$ cat config.mk
export PLATFORM = sky130hd
export DESIGN_NAME = sdc_serial_latches
export DESIGN_NICKNAME = d
export VERILOG_FILES = /design/src/include/sdc_pkg.sv /design/src/hdl/sdc_pin_sync.sv /design/src/hdl/sdc_loop_pwr.sv /design/src/hdl/sdc_serial_latches.sv
export SDC_FILE = /design/constraint.sdc
export NUM_CORES = 1
export LEC_CHECK = 0
export BUFFER_PORTS_ARGS = -buffer_cell sky130_fd_sc_hd__clkbuf_2
export CAP_MARGIN = 0
export CORE_UTILIZATION = 40
export CTS_BUF_LIST = sky130_fd_sc_hd__clkbuf_8
export DETAILED_ROUTE_END_ITERATION = 6
export PLACE_DENSITY = 0.71
export SLEW_MARGIN = 20
export SYNTH_ARGS = -nofsm -noshare
export SYNTH_HDL_FRONTEND = slang
export SYNTH_SLANG_ARGS = --single-unit
$ cat constraint.sdc
create_clock -name clk_i -period 4.3 [get_ports clk_i]
set_input_delay 0.215 -clock clk_i [delete_from_list [all_inputs] [get_ports clk_i]]
set_output_delay 0.215 -clock clk_i [all_outputs]
set_load 0.02 [all_outputs]
$ cat src/include/sdc_pkg.sv
// shared constants, field layouts and select decoding for the serial divider control block
package sdc_pkg;

    localparam int WORD_W    = 22;
    localparam int PIN_W     = 5;

    // pin bundle positions after synchronising
    localparam int PIN_SCLK  = 0;
    localparam int PIN_DATA  = 1;
    localparam int PIN_LOAD  = 2;
    localparam int PIN_IFLK  = 3;
    localparam int PIN_RFLK  = 4;

    // latch select codes in bits 1:0 of a word
    localparam logic [1:0] SEL_IF_REF = 2'h0;
    localparam logic [1:0] SEL_IF_FB  = 2'h1;
    localparam logic [1:0] SEL_RF_REF = 2'h2;
    localparam logic [1:0] SEL_RF_FB  = 2'h3;
    localparam int         SEL_MSB    = 1;

    // reference latch fields
    localparam int OSEL_HI_BIT = 21;
    localparam int OSEL_LO_BIT = 20;
    localparam int TRI_BIT     = 19;
    localparam int GAIN_BIT    = 18;
    localparam int POL_BIT     = 17;
    localparam int RDIV_MSB    = 15;
    localparam int RDIV_LSB    = 2;
    localparam int RDIV_W      = 14;

    // feedback latch fields
    localparam int PD_BIT      = 21;
    localparam int PSC_BIT     = 20;
    localparam int MAIN_MSB    = 19;
    localparam int MAIN_LSB    = 9;
    localparam int MAIN_W      = 11;
    localparam int SWAL_MSB    = 7;
    localparam int SWAL_LSB    = 2;
    localparam int SWAL_W      = 6;

    // prescaler modulus P (P/P+1) per select bit value
    localparam int         PSC_W       = 7;
    localparam logic [6:0] IF_PSC_ZERO = 7'h08;
    localparam logic [6:0] IF_PSC_ONE  = 7'h10;
    localparam logic [6:0] RF_PSC_ZERO = 7'h40;
    localparam logic [6:0] RF_PSC_ONE  = 7'h20;

    localparam logic [21:0] LATCH_RST  = 22'h000000;

    // output select codes, {rf_hi, rf_lo, if_hi, if_lo}
    localparam logic [3:0] MSEL_IF_LOCK   = 4'h1;
    localparam logic [3:0] MSEL_IF_CRST   = 4'h2;
    localparam logic [3:0] MSEL_RF_LOCK   = 4'h4;
    localparam logic [3:0] MSEL_BOTH_LOCK = 4'h5;
    localparam logic [3:0] MSEL_RF_CRST   = 4'h8;
    localparam logic [3:0] MSEL_BOTH_CRST = 4'ha;

    typedef enum logic [2:0] {
        MUX_HIZ,
        MUX_IF_LOCK,
        MUX_RF_LOCK,
        MUX_BOTH_LOCK,
        MUX_IF_CRST,
        MUX_RF_CRST,
        MUX_BOTH_CRST
    } sdc_mux_mode_t;

    function automatic sdc_mux_mode_t sdc_mux_decode(input logic [3:0] sel);
        case (sel)
            MSEL_IF_LOCK:   return MUX_IF_LOCK;
            MSEL_RF_LOCK:   return MUX_RF_LOCK;
            MSEL_BOTH_LOCK: return MUX_BOTH_LOCK;
            MSEL_IF_CRST:   return MUX_IF_CRST;
            MSEL_RF_CRST:   return MUX_RF_CRST;
            MSEL_BOTH_CRST: return MUX_BOTH_CRST;
            default:        return MUX_HIZ;
        endcase
    endfunction : sdc_mux_decode

    // charge pump drain time before a synchronous power-down completes
    localparam int         CLK_PERIOD_NS = 10;
    localparam int         PD_DRAIN_NS   = 100;
    localparam int         DRAIN_W       = 4;
    localparam logic [3:0] PD_DRAIN_CYC  =
        DRAIN_W'((PD_DRAIN_NS + CLK_PERIOD_NS - 1) / CLK_PERIOD_NS);

endpackage : sdc_pkg

$ cat src/hdl/sdc_pin_sync.sv
// two-stage synchroniser with rising edge detect for the serial pins
`timescale 1ns/1ps
module sdc_pin_sync
    import sdc_pkg::*;
(
    input  wire logic             clk_i,
    input  wire logic             nrst_i,
    input  wire logic [PIN_W-1:0] d_i,
    output logic      [PIN_W-1:0] q_o,
    output logic      [PIN_W-1:0] rise_o
);

    typedef struct packed {
        logic [PIN_W-1:0] meta;
        logic [PIN_W-1:0] sync;
        logic [PIN_W-1:0] prev;
    } sdc_sync_st_t;

    sdc_sync_st_t st_r;
    sdc_sync_st_t st_nxt;

    always_comb begin
        st_nxt      = st_r;
        st_nxt.meta = d_i;
        st_nxt.sync = st_r.meta;
        st_nxt.prev = st_r.sync;
    end

    always_ff @(posedge clk_i or negedge nrst_i) begin
        if (!nrst_i) begin
            st_r <= '0;
        end else begin
            st_r <= st_nxt;
        end
    end

    // edges come from the second and third stages only
    assign q_o    = st_r.sync;
    assign rise_o = st_r.sync & ~st_r.prev;

endmodule : sdc_pin_sync

$ cat src/hdl/sdc_loop_pwr.sv
// per-loop power-down sequencer and divider hold control
`timescale 1ns/1ps
module sdc_loop_pwr
    import sdc_pkg::*;
(
    input  wire logic clk_i,
    input  wire logic nrst_i,
    input  wire logic pd_i,
    input  wire logic tristate_i,
    input  wire logic crst_i,
    output logic      pump_hiz_o,
    output logic      div_load_o,
    output logic      debias_o,
    output logic      down_o
);

    typedef enum logic [1:0] {
        ST_UP,
        ST_DRAIN,
        ST_DOWN
    } sdc_pwr_state_t;

    typedef struct packed {
        sdc_pwr_state_t     state;
        logic [DRAIN_W-1:0] cnt;
        logic               pump_hiz;
        logic               div_load;
        logic               down;
    } sdc_pwr_st_t;

    sdc_pwr_st_t st_r;
    sdc_pwr_st_t st_nxt;

    always_comb begin
        st_nxt = st_r;
        case (st_r.state)
            ST_UP: begin
                if (pd_i) begin
                    if (tristate_i) begin
                        st_nxt.state = ST_DOWN;
                    end else begin
                        st_nxt.state = ST_DRAIN;
                        st_nxt.cnt   = PD_DRAIN_CYC - 4'h1;
                    end
                end
            end
            ST_DRAIN: begin
                if (!pd_i) begin
                    st_nxt.state = ST_UP;
                end else if (st_r.cnt == '0) begin
                    st_nxt.state = ST_DOWN;
                end else begin
                    st_nxt.cnt = st_r.cnt - 4'h1;
                end
            end
            ST_DOWN: begin
                if (!pd_i) begin
                    st_nxt.state = ST_UP;
                end
            end
            default: st_nxt.state = ST_UP;
        endcase
        st_nxt.pump_hiz = tristate_i | crst_i | (st_nxt.state != ST_UP);
        st_nxt.div_load = crst_i | (st_nxt.state == ST_DOWN);
        st_nxt.down     = (st_nxt.state == ST_DOWN);
    end

    always_ff @(posedge clk_i or negedge nrst_i) begin
        if (!nrst_i) begin
            st_r <= '{state: ST_UP, cnt: '0, pump_hiz: 1'b0, div_load: 1'b0, down: 1'b0};
        end else begin
            st_r <= st_nxt;
        end
    end

    // one flop releases both dividers together
    assign div_load_o = st_r.div_load;
    assign pump_hiz_o = st_r.pump_hiz;
    assign debias_o   = st_r.down;
    assign down_o     = st_r.down;
endmodule : sdc_loop_pwr

$ cat src/hdl/sdc_serial_latches.sv
`timescale 1ns/1ps
module sdc_serial_latches
    import sdc_pkg::*;
(
    input  wire logic              clk_i,
    input  wire logic              nrst_i,
    input  wire logic              ser_clk_i,
    input  wire logic              ser_data_i,
    input  wire logic              load_strobe_i,
    input  wire logic              if_lock_i,
    input  wire logic              rf_lock_i,
    input  wire logic              test_select_output_i,
    output logic                   test_select_output_o,
    output logic                   test_select_output_oe_o,
    output logic [RDIV_W-1:0]      if_ref_div_o,
    output logic                   if_detector_polarity_o,
    output logic                   if_pump_gain_o,
    output logic [MAIN_W-1:0]      if_main_cnt_o,
    output logic [SWAL_W-1:0]      if_swallow_cnt_o,
    output logic [PSC_W-1:0]       if_modulus_o,
    output logic                   if_pump_hiz_o,
    output logic                   if_div_load_o,
    output logic                   if_input_debias_o,
    output logic                   if_powered_down_o,
    output logic [RDIV_W-1:0]      rf_ref_div_o,
    output logic                   rf_detector_polarity_o,
    output logic                   rf_pump_gain_o,
    output logic [MAIN_W-1:0]      rf_main_cnt_o,
    output logic [SWAL_W-1:0]      rf_swallow_cnt_o,
    output logic [PSC_W-1:0]       rf_modulus_o,
    output logic                   rf_pump_hiz_o,
    output logic                   rf_div_load_o,
    output logic                   rf_input_debias_o,
    output logic                   rf_powered_down_o,
    output logic                   reference_input_off_o
);

    typedef struct packed {
        logic [WORD_W-1:0] shift;
        logic [WORD_W-1:0] if_ref;
        logic [WORD_W-1:0] if_fb;
        logic [WORD_W-1:0] rf_ref;
        logic [WORD_W-1:0] rf_fb;
        logic [PSC_W-1:0]  if_mod;
        logic [PSC_W-1:0]  rf_mod;
        logic              if_crst;
        logic              rf_crst;
        logic              pull_low;
        logic              osc_off;
    } sdc_top_st_t;

    sdc_top_st_t       st_r;
    sdc_top_st_t       st_nxt;
    logic [PIN_W-1:0]  pin_q;
    logic [PIN_W-1:0]  pin_rise;
    logic              sclk_rise;
    logic              load_rise;
    logic              sdata;
    logic              if_locked;
    logic              rf_locked;
    logic [WORD_W-2:0] shift_low;
    sdc_mux_mode_t     mux_mode;

    // all pins cross into clk_i through two flops before use
    sdc_pin_sync u_pin_sync (
        .clk_i  (clk_i),
        .nrst_i (nrst_i),
        .d_i    ({rf_lock_i, if_lock_i, load_strobe_i, ser_data_i, ser_clk_i}),
        .q_o    (pin_q),
        .rise_o (pin_rise)
    );

    assign sclk_rise = pin_rise[PIN_SCLK];
    assign load_rise = pin_rise[PIN_LOAD];
    assign sdata     = pin_q[PIN_DATA];
    assign if_locked = pin_q[PIN_IFLK];
    assign rf_locked = pin_q[PIN_RFLK];
    assign shift_low = st_r.shift[WORD_W-2:0];

    // four select bits, two per reference latch
    assign mux_mode = sdc_mux_decode({st_r.rf_ref[OSEL_HI_BIT:OSEL_LO_BIT],
                                      st_r.if_ref[OSEL_HI_BIT:OSEL_LO_BIT]});

    always_comb begin
        st_nxt = st_r;

        // one bit per serial clock edge
        // msb first, older bits move up
        // bits beyond 22 fall off the top
        if (sclk_rise) begin
            st_nxt.shift = {shift_low, sdata};
        end

        // strobe copies word into one latch
        if (load_rise) begin
            case (st_r.shift[SEL_MSB:0])
                SEL_IF_REF: st_nxt.if_ref = st_r.shift;
                SEL_IF_FB: begin
                    st_nxt.if_fb  = st_r.shift;
                    st_nxt.if_mod = st_r.shift[PSC_BIT] ? IF_PSC_ONE : IF_PSC_ZERO;
                end
                SEL_RF_REF: st_nxt.rf_ref = st_r.shift;
                SEL_RF_FB: begin
                    st_nxt.rf_fb  = st_r.shift;
                    st_nxt.rf_mod = st_r.shift[PSC_BIT] ? RF_PSC_ONE : RF_PSC_ZERO;
                end
                default: st_nxt.shift = st_r.shift;
            endcase
        end

        st_nxt.if_crst = (mux_mode == MUX_IF_CRST) || (mux_mode == MUX_BOTH_CRST);
        st_nxt.rf_crst = (mux_mode == MUX_RF_CRST) || (mux_mode == MUX_BOTH_CRST);

        // oscillator off only with both sides down
        st_nxt.osc_off = st_r.if_fb[PD_BIT] & st_r.rf_fb[PD_BIT];

        // fast lock overrides any selected source
        if (st_r.rf_ref[GAIN_BIT]) begin
            st_nxt.pull_low = 1'b1;
        end else begin
            case (mux_mode)
                // released when locked, pulses pass through
                MUX_IF_LOCK:   st_nxt.pull_low = ~if_locked;
                MUX_RF_LOCK:   st_nxt.pull_low = ~rf_locked;
                MUX_BOTH_LOCK: st_nxt.pull_low = ~(if_locked & rf_locked);
                default:       st_nxt.pull_low = 1'b0;
            endcase
        end
    end

    // latch contents have no documented reset; zero keeps both loops powered
    always_ff @(posedge clk_i or negedge nrst_i) begin
        if (!nrst_i) begin
            st_r <= '{shift: LATCH_RST, if_ref: LATCH_RST, if_fb: LATCH_RST,
                      rf_ref: LATCH_RST, rf_fb: LATCH_RST, if_mod: IF_PSC_ZERO,
                      rf_mod: RF_PSC_ZERO, if_crst: 1'b0, rf_crst: 1'b0,
                      pull_low: 1'b0, osc_off: 1'b0};
        end else begin
            st_r <= st_nxt;
        end
    end

    // IF sequencing by pump float bit
    sdc_loop_pwr u_if_pwr (
        .clk_i      (clk_i),
        .nrst_i     (nrst_i),
        .pd_i       (st_r.if_fb[PD_BIT]),
        .tristate_i (st_r.if_ref[TRI_BIT]),
        .crst_i     (st_r.if_crst),
        .pump_hiz_o (if_pump_hiz_o),
        .div_load_o (if_div_load_o),
        .debias_o   (if_input_debias_o),
        .down_o     (if_powered_down_o)
    );

    // RF pair acts like the IF pair
    sdc_loop_pwr u_rf_pwr (
        .clk_i      (clk_i),
        .nrst_i     (nrst_i),
        .pd_i       (st_r.rf_fb[PD_BIT]),
        .tristate_i (st_r.rf_ref[TRI_BIT]),
        .crst_i     (st_r.rf_crst),
        .pump_hiz_o (rf_pump_hiz_o),
        .div_load_o (rf_div_load_o),
        .debias_o   (rf_input_debias_o),
        .down_o     (rf_powered_down_o)
    );

    // open drain: only ever pulls low, the external pull-up gives the high
    assign test_select_output_o    = 1'b0;
    assign test_select_output_oe_o = st_r.pull_low;

    assign if_ref_div_o           = st_r.if_ref[RDIV_MSB:RDIV_LSB];
    assign if_detector_polarity_o = st_r.if_ref[POL_BIT];
    assign if_pump_gain_o         = st_r.if_ref[GAIN_BIT];
    assign if_main_cnt_o          = st_r.if_fb[MAIN_MSB:MAIN_LSB];
    assign if_swallow_cnt_o       = st_r.if_fb[SWAL_MSB:SWAL_LSB];
    assign if_modulus_o           = st_r.if_mod;
    assign rf_ref_div_o           = st_r.rf_ref[RDIV_MSB:RDIV_LSB];
    assign rf_detector_polarity_o = st_r.rf_ref[POL_BIT];
    assign rf_pump_gain_o         = st_r.rf_ref[GAIN_BIT];
    assign rf_main_cnt_o          = st_r.rf_fb[MAIN_MSB:MAIN_LSB];
    assign rf_swallow_cnt_o       = st_r.rf_fb[SWAL_MSB:SWAL_LSB];
    assign rf_modulus_o           = st_r.rf_mod;
    assign reference_input_off_o  = st_r.osc_off;
endmodule : sdc_serial_latches

==> impl_metrics.csv <==
group,metric,value,unit
pwr,vdd_ir_drop_max,0.000358,V
sta,fmaxAchievable,507,MHz
worst_setup_path,timing.rr.end,"rf_main_cnt_o[1]",
yosys,synth.top_cells.by_area,"dfrtp_1, mux2_2, buf_4",
clocking,cts_tree,"built",
clocking,cts_resized,0,
worst_setup_path,crit_required,4.63,ns
layout,syn_to_final_growth,9.13,%
yosys,ys.flop_type,"dfrtp_1",
routing,ant_nets,0,
routing,drt_iter0_drc,107,
routing,wl_per_cell,15.7,um
worst_setup_path,reg2reg_slack,2.33,ns
pwr,leakagePower,3.16,nW
run,maxCapViolCount,0,
layout,regArea,3360,um2
clocking,insertion_delay,0.44,ns
sta,slew_headroom,0.441,
clocking,numClockSinks,134,
clocking,cts.clk_slew.worst_paths,0.08,ns
worst_setup_path,cp-end-kind,"flip-flop",
yosys,synth_seq_cells,134,
layout,multi_input_area,1710,um2
yosys,synth_edf_count,0,
yosys,synthAdderAreaFrac,0.00876,
worst_setup_path,critPathLaunch,"u_pin_sync.st_r[2]",
sta,period_needed,1.97,ns
worst_setup_path,crit_fanout,11,
yosys,ys_seq_area_frac,0.587,
clocking,cts_buffer_depth,2,
layout,antenna_cells,0,
status,status,"complete, no violations",
worst_setup_path,reg2reg_depth,3,
yosys,synth-xor-area-share,0,
grt,grt_max_degree,96,
layout,nets,458,
routing,vias,3045,
yosys,syn_area,5710,um2
clocking,cts.htree.levels,4,
clocking,cts_setup_buffers,0,
placed_design,place_congestion,0.710,
yosys,synth_largest_area_cell,"dfrtp_1",
clocking,numCtsBuffers,17,
worst_setup_path,regToRegStartpoint,"u_pin_sync.st_r[2]",
grt,track_usage,0.151,
yosys,yosys.area.top_type_share,0.578,
yosys,synth_compound_area_frac,0.0333,
grt,antenna_found_initial,0,
grt,grt_pass1_wl,16600,um
layout,fillers,1238,
yosys,muxShareOfSynthArea,0.194,
yosys,yosysMostFrequentCell,"dfrtp_1",
worst_setup_path,critPathArrivalTime,2.30,ns
sta,grt_setup_unrepaired,"false",
pwr,power.density,570,nW/um2
yosys,syn_area_per_cell,13.9,um2
floorplanning,core,13900,um2
worst_setup_path,cp_slowest_cell,"nand4b_1",
yosys,yosys_warnings,0,
sta,finalClockSkew,0.00986,ns
floorplanning,rows,43,
floorplanning,start_util,0.410,
worst_setup_path,slowest_delay,0.68,ns
yosys,yosys.area_share.simple,0.0543,
grt,grt.overflow.total,0,
worst_setup_path,cp-endpoint,"rf_main_cnt_o[1]",
placed_design,dpl.hpwl,6320,um
routing,avgViaCountPerCell,4.77,
layout,utilization,0.448,
sta,fin_setup_tns,0,ns
yosys,synth_cells,412,
layout,drive_above_1_share,0.491,
floorplanning,die_x,122,um
routing,route.detailed.drc,0,
sta,setup_viol,0,
worst_hold_path,worstHoldPathType,"reg -> reg",
yosys,synth.distinct_cells,42,
routing,drtPass1Iterations,4,
yosys,async_flop_share,1.00,
floorplanning,die_h,122,um
worst_setup_path,worstPathCellList,"nand4b_1, buf_4, mux2_2",
sta,max_slew.worst_pin.slew,0.839,ns
floorplanning,die-area,14800,um2
sta,fin_crit_sh,0.459,
floorplanning,io_pins,99,
clocking,postCtsHoldBufs,6,
yosys,synth_top_family_by_area,"multiplexers",
placed_design,portBuffers,86,
worst_setup_path,start_kind,"flip-flop",
clocking,clockRootBuffer,"clkbuf_8",
routing,wl,10000,um
sta,hold_violations,0,
grt,grt_pass1_vias,3210,
sta,slew_viol_final,0,
worst_setup_path,critical_path_class,"reg -> reg",
yosys,synth_common_cells,"dfrtp_1, mux2_2, buf_4, buf_2, inv_1",
-- how the worst min path moves through the flow --
stage | startpoint | end | slack, ns | cells after the start
floorplan | nrst_i | if_detector_polarity_o | -0.08 | 0
global placement | rf_lock_i | u_pin_sync.st_nxt[9] | 0.33 | 1
detailed placement | load_strobe_i | u_pin_sync.st_nxt[7] | 0.32 | 1
CTS | u_pin_sync.st_nxt[8] | u_pin_sync.q_o[3] | 0.35 | 0
global route | u_pin_sync.st_nxt[8] | u_pin_sync.q_o[3] | 0.35 | 0
finish | u_pin_sync.st_nxt[8] | u_pin_sync.q_o[3] | 0.34 | 0
-- report_power, final --
group / switching, mW / internal, mW / leakage [nW] / total, mW
logic: 0.465 / 0.359 / 1.22 / 0.824
clock network: 0.482 / 0.499 / 0.183 / 0.981
registers: 0.208 / 1.54 / 1.76 / 1.75
-- critical path: cells and delay by family, from the launching register on --
family | cells | cell delay [ns]
flip-flops | 1 | 0.43
multiplexers | 1 | 0.29
AND/OR/NAND/NOR | 1 | 0.68
buffers and inverters | 1 | 0.46
-- state kept, by name, summed over array words and instances (netlist names), 2 cells and up --
| signal | flops |
|---|---|
| u_pin_sync.st_nxt | 5 |
| u_rf_pwr.st_r | 6 |
| u_if_pwr.st_r | 6 |
| u_pin_sync.q_o | 5 |
| u_pin_sync.st_r | 2 |
| shift_low | 21 |
| if_swallow_cnt_o | 6 |
| rf_main_cnt_o | 11 |
| rf_ref_div_o | 14 |
| st_r | 13 |
| if_main_cnt_o | 11 |
| if_ref_div_o | 14 |
| rf_swallow_cnt_o | 6 |
-- metrics by stage --
step	hold WS, ns	area [um2]	power [mW]	instances	setup WS (ns)
floorplan	-0.0806	5750	2.55	422	2.89
detailed placement	0.325	5800	2.60	601	2.29
finish	0.343	6240	3.55	638	2.33
global route	0.355	6240	3.76	638	2.24
CTS	0.345	6240	3.60	638	2.27
global placement	0.326	5800	2.57	601	2.34
-- cell usage in the layout, fill, tap and decap left out, types with 2 or more instances in the layout --
master / netlist / layout
clkinv_2: 0 / 3
and3_1: 2 / 2
mux2_2: 95 / 95
a211o_1: 4 / 4
or3_1: 2 / 2
clkbuf_2: 0 / 85
clkinv_4: 0 / 2
conb_1: 1 / 11
nor4bb_1: 2 / 2
o21ai_0: 8 / 8
nand2b_1: 4 / 4
dfstp_2: 2 / 2
nor2_1: 8 / 8
clkbuf_8: 0 / 20
nor2b_1: 4 / 3
o21bai_1: 2 / 2
dfrtp_1: 132 / 132
nand2_1: 6 / 6
and4bb_2: 2 / 2
nor3b_1: 3 / 3
o31ai_1: 2 / 2
inv_1: 10 / 10
ha_1: 4 / 4
buf_4: 80 / 4
a21oi_1: 2 / 2
nand3b_1: 4 / 4
clkinvlp_4: 0 / 4
a2bb2oi_1: 2 / 2
mux2i_1: 3 / 3
dlygate4sd3_1: 0 / 6
-- metal layers --
metal  global-route usage  routed length, um  vias up
met5                    0                  0        -
met4               0.0625                164        0
met3               0.0616                532       16
met2                0.236               4920       82
met1                0.185               4380     1543
li1                     -                  -     1404
-- cell families (layout without fill, tap and decap cells) --
family          Yosys count  count (layout)
simple gates             46              46
flops                   134             134
fa+ha+maj                 4               4
mux                      99              99
compound gates           27              27
other cells               1              11
buf+inv                 101             137
-- layout make-up --
class,instances,area share
flip-flops and latches,134,0.538
multi-input cells,187,0.275
repair buffers,96,0.0845
clock buffers,20,0.0441
well taps,180,0.0361
clock inverters,11,0.0163
inverters,10,0.00602
No activity file was read; power rests on OpenSTA's default activity.
